==> config.mk <==
export PLATFORM = sky130hd
export DESIGN_NAME = mcs_port
export DESIGN_NICKNAME = d
export VERILOG_FILES = /design/src/inc/mcs_pkg.sv /design/src/rtl/mcs_port.sv
export SDC_FILE = /design/constraint.sdc
export NUM_CORES = 1
export LEC_CHECK = 0
export ABC_AREA = 1
export BUFFER_PORTS_ARGS = -buffer_cell sky130_fd_sc_hd__buf_2
export CORE_ASPECT_RATIO = 0.7
export CORE_UTILIZATION = 52
export DETAILED_ROUTE_END_ITERATION = 16
export PLACE_DENSITY = 0.7
export SLEW_MARGIN = 15
export SYNTH_ARGS = -nofsm -noshare
export SYNTH_HDL_FRONTEND = slang
export SYNTH_SLANG_ARGS = --single-unit
==> constraint.sdc <==
create_clock -name core_clk -period 4.6 [get_ports core_clk]
set_input_delay 0.23 -clock core_clk [delete_from_list [all_inputs] [get_ports core_clk]]
set_output_delay 0.23 -clock core_clk [all_outputs]
set_load 0.01 [all_outputs]
==> src/inc/mcs_pkg.sv <==
// Constants, field layouts and carriers for the multichannel serial audio port.
// Assumes one core clock; link pins are sampled, never used as clocks.
package mcs_pkg;
	localparam int ADDR_W = 8;
	localparam int DATA_W = 32;
	localparam int SAMPLE_W = 24;
	localparam int DIV_W = 16;
	localparam int POS_W = 7;
	localparam int DIR_TX = 0;
	localparam int DIR_RX = 1;
	// Register byte offsets
	localparam logic [ADDR_W-1:0] REG_TX_CFG = 8'h00;
	localparam logic [ADDR_W-1:0] REG_RX_CFG = 8'h04;
	localparam logic [ADDR_W-1:0] REG_TX_DIV = 8'h08;
	localparam logic [ADDR_W-1:0] REG_RX_DIV = 8'h0c;
	localparam logic [ADDR_W-1:0] REG_TX_DATA = 8'h10;
	localparam logic [ADDR_W-1:0] REG_RX_DATA = 8'h14;
	localparam logic [ADDR_W-1:0] REG_STATUS = 8'h18;
	// Frame lengths and sample widths in bit-clock cycles
	localparam logic [POS_W-1:0] LEN_32 = 7'h20;
	localparam logic [POS_W-1:0] LEN_48 = 7'h30;
	localparam logic [POS_W-1:0] LEN_64 = 7'h40;
	localparam logic [POS_W-1:0] WID_16 = 7'h10;
	localparam logic [POS_W-1:0] WID_18 = 7'h12;
	localparam logic [POS_W-1:0] WID_20 = 7'h14;
	localparam logic [POS_W-1:0] WID_24 = 7'h18;
	localparam logic [POS_W-1:0] LEFT_DELAY = 7'h01;
	localparam logic [POS_W-1:0] CODE_W = 7'h08;
	// Companding modes and constants
	localparam logic [1:0] COMP_NONE = 2'h0;
	localparam logic [1:0] COMP_MU = 2'h1;
	localparam logic [1:0] COMP_A = 2'h2;
	localparam logic [15:0] MU_BIAS = 16'h0084;
	localparam logic [15:0] MU_CLIP = 16'h1fde;
	localparam logic [15:0] MU_ADD = 16'h0021;
	localparam logic [15:0] A_SEG0 = 16'h0008;
	localparam logic [15:0] A_SEGN = 16'h0108;
	localparam logic [7:0] A_XOR = 8'h55;
	localparam logic [DIV_W-1:0] DIV_RESET = 16'h0000;
	// Per-direction configuration word
	typedef struct packed {
		logic en;
		logic clk_ext;
		logic clk_pol;
		logic fs_pol;
		logic left_just;
		logic [1:0] len_sel;
		logic [1:0] wid_sel;
		logic [1:0] comp;
	} mcs_cfg_s;
	localparam mcs_cfg_s CFG_RESET = '0;
	// Sticky and level status bits
	typedef struct packed {
		logic rx_over;
		logic tx_under;
		logic rx_full;
		logic tx_full;
	} mcs_stat_s;
endpackage

==> src/rtl/mcs_port.sv <==
// Multichannel serial audio port: one tx and one rx path with their own framing.
// Assumes a plain register port and DMA that answers requests by register access.
//
// The register offsets and the plain strobed port were left to the implementer.
module mcs_port
	import mcs_pkg::*;
(
	input wire logic core_clk, // Core clock
	input wire logic rst, // Synchronous reset, active high
	input wire logic [ADDR_W-1:0] addr, // Register byte address
	input wire logic [DATA_W-1:0] wr_data, // Write data
	input wire logic wr_en, // Write strobe
	input wire logic rd_en, // Read strobe
	output logic [DATA_W-1:0] rd_data, // Read data, cycle after strobe
	input wire logic tx_bclk_i, // Tx bit clock pin in
	output logic tx_bclk_o, // Tx bit clock pin out
	output logic tx_bclk_oe, // Tx bit clock drive enable
	input wire logic tx_fs_i, // Tx frame sync pin in
	output logic tx_fs_o, // Tx frame sync pin out
	output logic tx_fs_oe, // Tx frame sync drive enable
	output logic tx_sd, // Tx serial data
	input wire logic rx_bclk_i, // Rx bit clock pin in
	output logic rx_bclk_o, // Rx bit clock pin out
	output logic rx_bclk_oe, // Rx bit clock drive enable
	input wire logic rx_fs_i, // Rx frame sync pin in
	output logic rx_fs_o, // Rx frame sync pin out
	output logic rx_fs_oe, // Rx frame sync drive enable
	input wire logic rx_sd, // Rx serial data
	output logic dma_tx_req, // Tx enabled and holding register empty
	output logic dma_rx_req // Rx holding register full
);
	// Frame length decode
	function automatic logic [POS_W-1:0] frame_len(input mcs_cfg_s c);
		unique case (c.len_sel)
			2'h0: frame_len = LEN_32;
			2'h1: frame_len = LEN_48;
			default: frame_len = LEN_64;
		endcase
	endfunction

	// Sample width decode
	function automatic logic [POS_W-1:0] sample_wid(input mcs_cfg_s c);
		unique case (c.wid_sel)
			2'h0: sample_wid = WID_16;
			2'h1: sample_wid = WID_18;
			2'h2: sample_wid = WID_20;
			default: sample_wid = WID_24;
		endcase
	endfunction

	// First data position of the slot
	function automatic logic [POS_W-1:0] start_pos(input mcs_cfg_s c);
		start_pos = c.left_just ? LEFT_DELAY : POS_W'(frame_len(c) - sample_wid(c));
	endfunction

	// True while a position carries sample data
	function automatic logic in_win(input logic [POS_W-1:0] p, input mcs_cfg_s c);
		in_win = (p >= start_pos(c)) && (p < POS_W'(start_pos(c) + sample_wid(c)));
	endfunction

	// Linear 16-bit to mu-law code
	function automatic logic [7:0] mu_enc(input logic [15:0] x);
		logic [15:0] m;
		logic [2:0] e;
		m = x[15] ? 16'(~x + 16'h0001) : x;
		m = m >> 2;
		if (m > MU_CLIP)
			m = MU_CLIP;
		m = m + MU_ADD;
		e = 3'h0;
		for (int i = 0; i < 8; i++)
			if (m[i + 5])
				e = 3'(i);
		mu_enc = ~{x[15], e, 4'(m >> (4'(e) + 4'h1))};
	endfunction

	// Mu-law code to linear 16-bit
	function automatic logic [15:0] mu_dec(input logic [7:0] code);
		logic [7:0] c;
		logic [15:0] m;
		c = ~code;
		m = ((16'(c[3:0]) << 3) + MU_BIAS) << c[6:4];
		m = m - MU_BIAS;
		mu_dec = c[7] ? 16'(~m + 16'h0001) : m;
	endfunction

	// Linear 16-bit to A-law code
	function automatic logic [7:0] a_enc(input logic [15:0] x);
		logic [15:0] m;
		logic [2:0] e;
		m = (x[15] ? ~x : x) >> 3;
		e = 3'h0;
		for (int i = 1; i < 8; i++)
			if (m[i + 4])
				e = 3'(i);
		a_enc = {~x[15], e, (e == 3'h0) ? 4'(m >> 1) : 4'(m >> e)} ^ A_XOR;
	endfunction

	// A-law code to linear 16-bit
	function automatic logic [15:0] a_dec(input logic [7:0] code);
		logic [7:0] c;
		logic [15:0] m;
		c = code ^ A_XOR;
		if (c[6:4] == 3'h0)
			m = (16'(c[3:0]) << 4) + A_SEG0;
		else
			m = ((16'(c[3:0]) << 4) + A_SEGN) << (c[6:4] - 3'h1);
		a_dec = c[7] ? m : 16'(~m + 16'h0001);
	endfunction

	mcs_cfg_s cfg [2];
	logic [DIV_W-1:0] div [2];
	logic [DIV_W-1:0] div_cnt [2];
	logic [POS_W-1:0] pos [2];
	logic [POS_W-1:0] next_pos [2];
	logic [1:0] bclk_pin, fs_pin, bclk_s1, bclk_s2, fs_s1, fs_s2;
	logic [1:0] int_clk, clk_prev, fs_prev, fs_out, tick;
	logic rx_sd_s1, rx_sd_s2;
	logic [SAMPLE_W-1:0] tx_hold, tx_sr, rx_sr, rx_hold, tx_load_val, rx_word;
	mcs_stat_s stat;
	logic tx_load, rx_done;

	assign bclk_pin = {rx_bclk_i, tx_bclk_i};
	assign fs_pin = {rx_fs_i, tx_fs_i};

	// Register writes: configuration and divider per direction
	always_ff @(posedge core_clk)
	begin
		if (rst)
		begin
			cfg[DIR_TX] <= CFG_RESET;
			cfg[DIR_RX] <= CFG_RESET;
			div[DIR_TX] <= DIV_RESET;
			div[DIR_RX] <= DIV_RESET;
		end
		else if (wr_en)
		begin
			unique case (addr)
				REG_TX_CFG: cfg[DIR_TX] <= mcs_cfg_s'(wr_data[$bits(mcs_cfg_s)-1:0]);
				REG_RX_CFG: cfg[DIR_RX] <= mcs_cfg_s'(wr_data[$bits(mcs_cfg_s)-1:0]);
				REG_TX_DIV: div[DIR_TX] <= wr_data[DIV_W-1:0];
				REG_RX_DIV: div[DIR_RX] <= wr_data[DIV_W-1:0];
				default: ;
			endcase
		end
	end

	for (genvar d = 0; d < 2; d++)
	begin : g_dir
		logic lvl;
		logic fs_act;
		// Two-stage synchronisers for the link pins
		always_ff @(posedge core_clk)
		begin
			bclk_s1[d] <= bclk_pin[d];
			bclk_s2[d] <= bclk_s1[d];
			fs_s1[d] <= fs_pin[d];
			fs_s2[d] <= fs_s1[d];
		end

		always_ff @(posedge core_clk)
		begin
			if (rst || !cfg[d].en || cfg[d].clk_ext)
			begin
				div_cnt[d] <= DIV_RESET;
				int_clk[d] <= 1'b0;
			end
			else if (div_cnt[d] == div[d])
			begin
				div_cnt[d] <= DIV_RESET;
				int_clk[d] <= ~int_clk[d];
			end
			else
				div_cnt[d] <= div_cnt[d] + 16'h0001;
		end

		assign lvl = cfg[d].clk_ext ? bclk_s2[d] : int_clk[d];
		assign tick[d] = cfg[d].en && (cfg[d].clk_pol ? (!lvl && clk_prev[d]) : (lvl && !clk_prev[d]));
		assign fs_act = (fs_s2[d] == cfg[d].fs_pol);

		always_comb
		begin
			if (cfg[d].clk_ext && fs_act && !fs_prev[d])
				next_pos[d] = '0;
			else if (pos[d] >= POS_W'(frame_len(cfg[d]) - 7'h01))
				next_pos[d] = '0;
			else
				next_pos[d] = pos[d] + 7'h01;
		end

		// Bit position, edge history and generated sync
		always_ff @(posedge core_clk)
		begin
			if (rst)
			begin
				clk_prev[d] <= 1'b0;
				fs_prev[d] <= 1'b0;
				pos[d] <= '0;
				fs_out[d] <= 1'b0;
			end
			else
			begin
				clk_prev[d] <= lvl;
				// Park at all ones, past the last frame position, so enabling opens a whole frame
				if (!cfg[d].en)
					pos[d] <= '1;
				if (tick[d])
				begin
					fs_prev[d] <= fs_act;
					pos[d] <= next_pos[d];
					fs_out[d] <= (next_pos[d] == '0) ? cfg[d].fs_pol : !cfg[d].fs_pol;
				end
			end
		end
	end

	// Pin drivers; internal clock mode makes this end the clock master
	assign tx_bclk_o = int_clk[DIR_TX];
	assign rx_bclk_o = int_clk[DIR_RX];
	assign tx_fs_o = fs_out[DIR_TX];
	assign rx_fs_o = fs_out[DIR_RX];
	assign tx_bclk_oe = cfg[DIR_TX].en && !cfg[DIR_TX].clk_ext;
	assign rx_bclk_oe = cfg[DIR_RX].en && !cfg[DIR_RX].clk_ext;
	assign tx_fs_oe = tx_bclk_oe;
	assign rx_fs_oe = rx_bclk_oe;

	// load at slot start, left or right aligned
	assign tx_load = tick[DIR_TX] && (next_pos[DIR_TX] == start_pos(cfg[DIR_TX]));

	always_comb
	begin
		unique case (cfg[DIR_TX].comp)
			COMP_MU: tx_load_val = {mu_enc(tx_hold[15:0]), 16'h0000};
			COMP_A: tx_load_val = {a_enc(tx_hold[15:0]), 16'h0000};
			default: tx_load_val = SAMPLE_W'(tx_hold << (7'(SAMPLE_W) - sample_wid(cfg[DIR_TX])));
		endcase
		if (!stat.tx_full)
			tx_load_val = '0;
	end

	// transmit shifter, MSB first, zero outside slot
	always_ff @(posedge core_clk)
	begin
		if (rst)
		begin
			tx_sd <= 1'b0;
			tx_sr <= '0;
		end
		else if (tick[DIR_TX])
		begin
			if (tx_load)
			begin
				tx_sd <= tx_load_val[SAMPLE_W-1];
				tx_sr <= tx_load_val << 1;
			end
			else if (in_win(next_pos[DIR_TX], cfg[DIR_TX]))
			begin
				tx_sd <= tx_sr[SAMPLE_W-1];
				tx_sr <= tx_sr << 1;
			end
			else
				tx_sd <= 1'b0;
		end
	end

	// Receive data synchroniser
	always_ff @(posedge core_clk)
	begin
		rx_sd_s1 <= rx_sd;
		rx_sd_s2 <= rx_sd_s1;
	end

	// completion at last bit of width
	assign rx_done = tick[DIR_RX] && in_win(next_pos[DIR_RX], cfg[DIR_RX]) &&
		(next_pos[DIR_RX] == POS_W'(start_pos(cfg[DIR_RX]) + sample_wid(cfg[DIR_RX]) - 7'h01));
	assign rx_word = SAMPLE_W'({rx_sr[SAMPLE_W-2:0], rx_sd_s2} &
		SAMPLE_W'((25'h1 << sample_wid(cfg[DIR_RX])) - 25'h1));

	always_ff @(posedge core_clk)
	begin
		if (rst)
			rx_sr <= '0;
		else if (tick[DIR_RX] && in_win(next_pos[DIR_RX], cfg[DIR_RX]))
			rx_sr <= {rx_sr[SAMPLE_W-2:0], rx_sd_s2};
	end

	always_ff @(posedge core_clk)
	begin
		if (rst)
			rx_hold <= '0;
		else if (rx_done)
		begin
			unique case (cfg[DIR_RX].comp)
				COMP_MU: rx_hold <= SAMPLE_W'(signed'(mu_dec(8'(rx_word >>
					(sample_wid(cfg[DIR_RX]) - CODE_W)))));
				COMP_A: rx_hold <= SAMPLE_W'(signed'(a_dec(8'(rx_word >>
					(sample_wid(cfg[DIR_RX]) - CODE_W)))));
				default: rx_hold <= rx_word;
			endcase
		end
	end

	// Tx holding register, written by software or DMA
	always_ff @(posedge core_clk)
	begin
		if (rst)
			tx_hold <= '0;
		else if (wr_en && addr == REG_TX_DATA)
			tx_hold <= wr_data[SAMPLE_W-1:0];
	end

	// holding flags; a new event beats a clear
	always_ff @(posedge core_clk)
	begin
		if (rst)
			stat <= '0;
		else
		begin
			if (wr_en && addr == REG_TX_DATA)
				stat.tx_full <= 1'b1;
			else if (tx_load)
				stat.tx_full <= 1'b0;
			if (rx_done)
				stat.rx_full <= 1'b1;
			else if (rd_en && addr == REG_RX_DATA)
				stat.rx_full <= 1'b0;
			if (tx_load && !stat.tx_full)
				stat.tx_under <= 1'b1;
			else if (wr_en && addr == REG_STATUS && wr_data[2])
				stat.tx_under <= 1'b0;
			if (rx_done && stat.rx_full && !(rd_en && addr == REG_RX_DATA))
				stat.rx_over <= 1'b1;
			else if (wr_en && addr == REG_STATUS && wr_data[3])
				stat.rx_over <= 1'b0;
		end
	end

	assign dma_tx_req = cfg[DIR_TX].en && !stat.tx_full;
	assign dma_rx_req = stat.rx_full;

	// Read data, valid only in the cycle after the strobe
	always_ff @(posedge core_clk)
	begin
		if (rst || !rd_en)
			rd_data <= '0;
		else
		begin
			unique case (addr)
				REG_TX_CFG: rd_data <= DATA_W'(cfg[DIR_TX]);
				REG_RX_CFG: rd_data <= DATA_W'(cfg[DIR_RX]);
				REG_TX_DIV: rd_data <= DATA_W'(div[DIR_TX]);
				REG_RX_DIV: rd_data <= DATA_W'(div[DIR_RX]);
				REG_TX_DATA: rd_data <= DATA_W'(tx_hold);
				REG_RX_DATA: rd_data <= DATA_W'(rx_hold);
				REG_STATUS: rd_data <= DATA_W'(stat);
				default: rd_data <= '0;
			endcase
		end
	end
endmodule

Word level (Yosys, flattened, before mapping):

Memory sizes are Yosys's and may differ from the RTL's.
Index checks and enable logic that the tools add are counted.

* register bits: 150
* memory bits (writable): 100
* input port bits: 49
* output and inout port bits: 43
* logic and storage cells: 322
* memories kept: 4

* add/subtract/negate cells: 28
* $lt $le $gt $ge: 9
* equal/unequal tests: 22
* shifts and indexed selects: 8
* mux-type cells: 136
* bitwise gates (word level): 23
* reduce and logical (&&, ||, !) cells: 64

Memories
* div: depth 2, bits a word 16, rd ports 2, clocked after Yosys merged registers in 0, wr ports 2, line mcs_port.sv:112 `logic [DIV_W-1:0] div [2];`
* div_cnt: depth 2, bits a word 16, rd ports 2, clocked after Yosys merged registers in 0, wr ports 2, line mcs_port.sv:113 `logic [DIV_W-1:0] div_cnt [2];`
* cfg: depth 2, bits a word 11, rd ports 2, clocked after Yosys merged registers in 0, wr ports 2, line mcs_port.sv:111 `mcs_cfg_s cfg [2];`
* pos: depth 2, bits a word 7, rd ports 2, clocked after Yosys merged registers in 0, wr ports 2, line mcs_port.sv:114 `logic [POS_W-1:0] pos [2];`

Operator list (count)
* 16-bit two-way mux: 15
* 7-bit two-way mux: 29
* 24-bit one-hot mux with 7 select lines: 1
* 24-bit one-hot mux with 2 select lines: 2
* 16-bit by 1-bit adder with 16-bit output, second input constant: 5
* 24-bit two-way mux: 3
* 1-bit two-way mux: 64
* 16-bit inverter: 3
* 24-bit by 7-bit >> shifter with 8-bit output: 2
* 3-bit two-way mux: 14
* 7-bit greater-or-equal comparator: 5
* 16-bit == test: 2
* 1-bit logical AND: 28
* 7-bit one-hot mux with 2 select lines: 2
* 7-bit subtractor: 4
* 24-bit AND: 1
* 8-bit by 5-bit == test with 1-bit output, second input constant: 3
* 4-bit one-hot mux with 3 select lines: 2
* 1-bit by 5-bit << shifter with 24-bit output, first input constant: 1
* 24-bit by 7-bit << shifter with 24-bit output: 1
* 24-bit by 1-bit subtractor with 24-bit output, second input constant: 1
* 11-bit two-way mux: 2
* 7-bit adder: 3
* 7-bit < comparator: 3
* 37 further kinds: 94

Depth between registers and ports, before layout:

Gate-level depths: netlist of run 1.
An unclocked memory read counts as a cell.

* word-level depth: 28
* depth in mapped cells: 34
* depth with buffers taken out: 32

Worst setup path after synthesis of run 1:

No wires, ideal clock.

* path kind: reg2reg
* start: mem cfg[0][13] (netlist bit)
* end: reg rx_hold[15]
* library setup time: 0.109 ns
* data arrival time: 3.668 ns
* required time: 4.491 ns
* slack: 0.823 ns
* cell stages (with the launch flop): 29
* path buffers: 0
* clock period less this slack: 3.777 ns
* path through: edfxtp_1 inv_1 ha_1 inv_2 nand2_4 nand2_2 nand2_1 nand2_1 nor2_2 nor2_4 inv_4 ha_1 ha_1 inv_1 nor2_1 inv_1 o21ai_0 inv_1 ha_1 nand2_1 o21ai_1 nand2_1 inv_1 o21ai_1 a21oi_1 o21ai_2 nand3_1 nand2_1 inv_1

RTL lines
* start, declared: line mcs_port.sv:111
* end signal, assigned: line mcs_port.sv:294 `COMP_MU: rx_hold <= SAMPLE_W'(signed'(mu_dec(8'(rx_word >>`
* end signal, assigned: line mcs_port.sv:296 `COMP_A: rx_hold <= SAMPLE_W'(signed'(a_dec(8'(rx_word >>`
* end signal, assigned: line mcs_port.sv:298 `default: rx_hold <= rx_word;`
* end, declared: line mcs_port.sv:119 `logic [SAMPLE_W-1:0] tx_hold, tx_sr, rx_sr, rx_hold, tx_load_val, rx_word;`

==> flow_summary.json, run 1 <==
{
  "clockBufferDepth": 3,
  "finalSetupViolCount": 0,
  "p_sw_w": 0.00162,
  "rr_endpoint": "rx_hold[15]",
  "core_area_um2": 29300,
  "root_buffer": "clkbuf_16",
  "end_kind": "flip-flop",
  "min-delay-start": "wr_data[1]",
  "p_int_w": 0.00386,
  "vias_per_cell": 5.69,
  "wl_per_cell_um": 18.2,
  "rrSetupSlack_ns": 0.35,
  "synth_edf_count": 100,
  "clk_pin_slew_worst_paths_ns": 0.07,
  "synth_top_area_cell": "edfxtp_1",
  "num_rows": 52,
  "grt_pass1_wl_mm": 77.9,
  "crit_type": "reg -> reg",
  "combPwrFrac_pct": 18.7,
  "initial_core_util_pct": 53.8,
  "fmax_mhz": 235,
  "fin_area_um2": 17900,
  "hold_depth": 3,
  "drtAntennaViolNets": 0,
  "synth-seq-area-share_pct": 36.9,
  "required_ns": 5.04,
  "maxSlewViolCount": 0,
  "drt-pass1-iter-count": 5,
  "synth-seq-cells": 241,
  "leakage_nw": 7.85,
  "num_vias": 15720,
  "drc": 0,
  "dp_hpwl_mm": 39.2,
  "drive_gt1_share_pct": 10.7,
  "post-cts-setup-buffers": 0,
  "antenna_found_initial": 1,
  "drt_iter0_drc": 1831,
  "synth_top_area_share_pct": 19.0,
  "die_y_um": 148,
  "grt_use_total_pct": 32.1,
  "synth_ff_type": "dfxtp_1",
  "synth_area_leaders": "edfxtp_1 19%, dfxtp_1 18%, nand2_1 11%",
  "placement.io_buffers": 75,
  "final_util_pct": 61.0,
  "slew-limit-headroom_pct": 38.6,
  "syn_inst": 2214,
  "clkLatencyLatePin_ns": 0.54,
  "cts_tree": "yes",
  "reg2reg_from": "cfg[0][13]",
  "synthArstFlopShare_pct": 0,
  "post-place-ws_ns": 0.262,
  "place.gp.congestion": 0.957,
  "ir_drop_v": 0.000207,
  "yosysMostFrequentCell": "nand2_1",
  "drv_cap": 0,
  "grt_pass1_vias": 14279,
  "whs_endpoint": "tx_hold[1]",
  "grt_max_degree": 46,
  "totalWireLength_mm": 50.3,
  "clkPwrFrac_pct": 38.0,
  "grt_overflow": 0,
  "chipWidth_um": 210,
  "fin_crit_ns": 4.25,
  "pin_count": 92,
  "finalHoldViolCount": 0,
  "worstPathMaxFanout": 9,
  "cts_max_level": 1,
  "reg2regPathDepth": 24,
  "avgSynthCellArea_um2": 7.13,
  "ys_types": 62,
  "worstMarginPinSlew_ns": 0.918,
  "fin_crit_sh_pct": 92.4,
  "ys_warn_count": 0,
  "final_nets": 2450,
  "power.density_nw_per_um2": 306,
  "area_growth_syn_to_layout_pct": 13.5,
  "p_seq_share_pct": 43.3,
  "fin_total_pwr_w": 0.00548,
  "finalClockSkew_ns": 0.0177,
  "cts_buffers": 24,
  "crit_arrival_ns": 4.69,
  "hold_class": "in -> reg",
  "synth_area_um2": 15800,
  "status": "complete, no violations",
  "clock_sinks": 241,
  "start_kind": "flip-flop",
  "die_area_um2": 31100,
  "p_sw_share_pct": 29.6,
  "postPlaceCellArea_um2": 16900,
  "yosys-top-cells-count": "448 x nand2_1, 246 x inv_1, 241 x nor2_1",
  "layout_setup_ws_ns": 0.349
}
critical path: stages, from the launching register on:
cell and delay, ns:
edfxtp_1 0.49, ha_1 0.28, buf_4 0.18, nand2_1 0.08, inv_1 0.07, o21ai_0 0.26, o22ai_1 0.16, nor2_4 0.27
buf_4 0.17, ha_1 0.30, inv_1 0.18, nand2_1 0.10, o21ai_0 0.16, inv_1 0.09, ha_1 0.21, nand2_1 0.09
o21ai_1 0.08, nand2_1 0.10, inv_1 0.05, o21ai_1 0.21, a21oi_1 0.18, o21ai_4 0.17, nand3_1 0.13, nand2_1 0.08
inv_1 0.03
state kept, by name (all words and copies together) (netlist names), 3 cells and up:
name and count:
rx_hold 24, div_cnt 32, div 32, rx_sr 23
cfg 22, tx_hold 24, rd_data 24, tx_sr 23
pos 14, stat 3
cells by family (layout without fill, tap and decap cells):
kind of cell,Yosys count,in the layout,synth area share (%)
adders and majority gates,64,64,5.07
DFF,241,241,36.9
buffers and inverters,363,462,9.09
other,2,45,0.0476
AOI/OAI and AO/OA,537,537,19.3
and+or+nand+nor,926,926,24.9
xor gates and xnor gates,75,75,4.31
muxes,6,6,0.381
metal layers:
metal  share of wire (%)  track usage, %
met3                  12            7.56
met2                  39            44.7
met5                   0               0
met4                 1.5            6.02
met1                  48            50.0
placed cells by master (no fill, tap or decap), drive strengths merged, types with 7 or more instances in the layout:
| cell type | synthesis | routed |
|---|---|---|
| a31oi | 28 | 28 |
| buf | 27 | 131 |
| clkinv | 7 | 10 |
| dlygate4sd3 | 0 | 15 |
| nor3b | 11 | 11 |
| nor3 | 29 | 29 |
| nand2 | 460 | 460 |
| xor2 | 50 | 50 |
| conb | 2 | 44 |
| edfxtp | 100 | 100 |
| clkbuf | 64 | 36 |
| o21ai | 225 | 225 |
| o21a | 7 | 7 |
| nand3 | 125 | 125 |
| nor2 | 259 | 259 |
| dfxtp | 141 | 141 |
| o22ai | 16 | 16 |
| nor4 | 8 | 8 |
| or2 | 11 | 11 |
| ha | 64 | 64 |
| a21oi | 185 | 185 |
| o211ai | 19 | 19 |
| inv | 265 | 267 |
| nand4 | 17 | 17 |
| xnor2 | 25 | 25 |
| a221oi | 18 | 18 |
stage by stage:
step | hold WS, ns | std cells | TNS (ns)
2_1_floorplan | 0.258 | 2256 | 0
3_3_place_gp | 0.313 | 2701 | 0
4_1_cts | 0.0232 | 2760 | 0
5_1_grt | 0.0390 | 2761 | -0.0289
6_report | 0.0205 | 2761 | 0
3_5_place_dp | 0.317 | 2701 | 0
timing repair:
action	4_1_cts	5_1_grt
resized for setup	0	15
endpoints found under the hold margin	15	0
hold buffers	15	0
endpoints found under the setup margin	0	41
cell type report:
class | count | area [um2]
diodes | 1 | 2.50
clock buffers | 36 | 759
inverters | 272 | 1030
flip-flops and latches | 241 | 5830
repair buffers | 146 | 983
well taps | 405 | 507
clock inverters | 8 | 71.3
multi-input cells | 1652 | 8730
fillers | 2754 | 11400
worst max path at each step:
stage,slack [ns],start,cells after the start,to
2_1_floorplan,0.82,cfg[0][13],28,rx_hold[15]
3_3_place_gp,0.38,cfg[0][15],21,rx_hold[11]
3_5_place_dp,0.26,cfg[0][15],22,rx_hold[7]
4_1_cts,0.25,cfg[0][15],22,rx_hold[7]
5_1_grt,-0.02,cfg[0][13],28,rx_hold[21]
6_report,0.35,cfg[0][13],24,rx_hold[15]
power by group through the flow:
stage | Sequential [W] | Combinational, W | Clock, W
CTS | 0.00237 | 0.000997 | 0.00209
finish | 0.00237 | 0.00102 | 0.00208
detailed placement | 0.00242 | 0.000979 | 0
global route | 0.00238 | 0.00114 | 0.00217
floorplan | 0.00239 | 0.000706 | 0
global placement | 0.00242 | 0.000956 | 0
Note: power is estimated with default switching activity, not from simulation.
==> run 2, diff against run 1 <==
--- a/config.mk
+++ b/config.mk
@@ -8,7 +8,9 @@
 export ABC_AREA = 1
 export BUFFER_PORTS_ARGS = -buffer_cell sky130_fd_sc_hd__buf_2
 export CORE_ASPECT_RATIO = 0.7
+export CORE_MARGIN = 4
 export CORE_UTILIZATION = 52
+export CTS_CLUSTER_DIAMETER = 30
 export DETAILED_ROUTE_END_ITERATION = 16
 export PLACE_DENSITY = 0.7
 export SLEW_MARGIN = 15
==> run 2 against run 1 <==
Highest routed layer is now met5. Sequential cell count unchanged. Worst hold slack got worse by 0.0023 ns. Total power increased by 24%. Routed wire length increased by 1.5%. Sequential power about the same. Combinational power about the same.
==> flow_summary.json, run 2 (synthesis results as in run 1) <==
{
  "status": "complete, no violations",
  "layout_setup_ws_ns": 0.362,
  "grt_use_total_pct": 29.5,
  "root_buffer": "clkbuf_16",
  "finalClockSkew_ns": 0.0310,
  "grt_pass1_vias": 14284,
  "grt_overflow": 0,
  "crit_arrival_ns": 4.72,
  "top_regs": "div: 32 flops, div_cnt: 32 flops",
  "dp_hpwl_mm": 39.2,
  "cts_tree": "yes",
  "drtAntennaViolNets": 0,
  "reg2regPathDepth": 24,
  "crit_type": "reg -> reg",
  "ir_drop_v": 0.000263,
  "worstPathMaxFanout": 26,
  "die_y_um": 154,
  "maxSlewViolCount": 0,
  "leakage_nw": 8.21,
  "use_met3_pct": 9.19,
  "rrSetupSlack_ns": 0.36,
  "place.gp.congestion": 0.978,
  "hold_depth": 3,
  "die_area_um2": 33200,
  "chipWidth_um": 216,
  "grt_max_degree": 52,
  "start_kind": "flip-flop",
  "power.density_nw_per_um2": 364,
  "cts_max_level": 2,
  "slew-limit-headroom_pct": 39.2,
  "clkLatencyLatePin_ns": 0.56,
  "whs_endpoint": "tx_hold[23]",
  "postPlaceCellArea_um2": 16900,
  "pin_count": 92,
  "totalWireLength_mm": 51.1,
  "finalHoldViolCount": 0,
  "worstMarginPinSlew_ns": 0.909,
  "post-place-ws_ns": 0.118,
  "drv_cap": 0,
  "fin_area_um2": 18600,
  "clockBufferDepth": 3,
  "antenna_found_initial": 4,
  "cts_buffers": 45,
  "wl_per_cell_um": 18.2,
  "fin_total_pwr_w": 0.00677,
  "num_rows": 53,
  "finalSetupViolCount": 0,
  "setup_tns_ns": 0,
  "area_growth_syn_to_layout_pct": 17.9,
  "fin_crit_sh_pct": 92.1,
  "n_antenna_cell": 0,
  "clk_pin_slew_worst_paths_ns": 0.06,
  "grt_pass1_wl_mm": 78.4,
  "final_common_cell": "nand2_1",
  "drc": 0,
  "grt_use_met1_pct": 45.8,
  "num-fill-cells": 2759,
  "final_cell_mix": "448 x nand2_1, 245 x inv_1, 237 x nor2_1",
  "drt-pass1-iter-count": 6,
  "hold_class": "in -> reg",
  "placement.io_buffers": 75,
  "core_area_um2": 30000,
  "fin_crit_ns": 4.24,
  "min-delay-start": "wr_data[23]",
  "clock_sinks": 241,
  "final_nets": 2469,
  "drt_iter0_drc": 1976,
  "grt.busiest_layer": "met1",
  "rr_endpoint": "tx_sr[14]",
  "fmax_mhz": 236,
  "rsz0062_at_grt": "false",
  "required_ns": 5.08,
  "reg2reg_from": "cfg[0][5]",
  "end_kind": "flip-flop",
  "num_vias": 15981,
  "use_met2_pct": 39.8,
  "vias_per_cell": 5.70,
  "initial_core_util_pct": 52.6,
  "drive_gt1_share_pct": 12.3
}
## run 2: cell types whose count changed in the layout (fill, tap and decap cells not counted), sizes merged
| cell | before | now |
|---|---|---|
| buf | 131 | 129 |
| clkbuf | 36 | 47 |
| clkinvlp | 2 | 0 |
| diode | 1 | 0 |
| inv | 267 | 289 |
| bufinv | 1 | 3 |
| clkinv | 10 | 17 |
## run 2: through the flow
stage | hold slack [ns] | cells | utilization (%)
after CTS | 0.00221 | 2804 | 61.9
after floorplan | 0.258 | 2256 | -
after global placement | 0.311 | 2705 | 56.2
after detailed placement | 0.314 | 2705 | 56.2
final | 0.0183 | 2805 | 62.0
after global routing | 0.0290 | 2805 | 62.0
## run 2: area by class of cell
cell class | instances | area [um2] | share of cell area [%]
sequential | 241 | 5830 | 31.3
clock inverter | 37 | 412 | 2.21
clock buffer | 47 | 1130 | 6.10
timing repair buffer | 144 | 956 | 5.14
inverter | 272 | 1030 | 5.52
tap | 412 | 515 | 2.77
multi-input combinational | 1652 | 8730 | 46.9
## run 2: layer usage
| layer | vias to the layer above | part of all wire (%) |
|---|---|---|
| met5 | - | 0.18 |
| met4 | 8 | 2.0 |
| met3 | 82 | 12 |
| met2 | 797 | 38 |
| met1 | 7401 | 48 |
| li1 | 7693 | - |
## run 2: report_power, final
group / switching [W] / internal [W]
Sequential: 0.0000706 / 0.00231
Combinational: 0.000673 / 0.000351
Clock: 0.00132 / 0.00205
Total: 0.00206 / 0.00471
## run 2: worst max path at each step
stage	start	end	slack, ns	cells past startpoint
floorplan	cfg[0][13]	rx_hold[15]	0.82	28
global placement	cfg[0][13]	rx_hold[17]	0.22	24
detailed placement	cfg[0][13]	rx_hold[18]	0.12	24
CTS	cfg[0][13]	rx_hold[18]	0.09	24
global route	cfg[0][13]	rx_hold[22]	0.02	27
finish	cfg[0][5]	tx_sr[14]	0.36	24
## run 2: worst max-delay path, stage by stage (launching register included)
cell and delay [ns]:
edfxtp_1 0.51, nor2_1 0.34, ha_1 0.31, o21a_1 0.10, o21ai_0 0.13, nand2_1 0.07
a21oi_1 0.15, nand2_1 0.16, inv_1 0.14, nand3_1 0.11, inv_1 0.14, ha_1 0.27
a21oi_1 0.12, o21ai_0 0.09, a21oi_1 0.13, nor2_1 0.05, o21a_1 0.16, o21ai_0 0.17
nand3b_1 0.14, nand2_1 0.08, nand2_1 0.07, inv_1 0.25, buf_12 0.20, o21ai_0 0.10
a31oi_1 0.17
## run 2: repair_timing
action                                  in CTS  in global routing
buffers inserted                             0                  1
endpoints found under the setup margin       0                 25
hold endpoints to repair                    15                  0
hold buffers                                15                  0
gates resized for setup                      0                 15
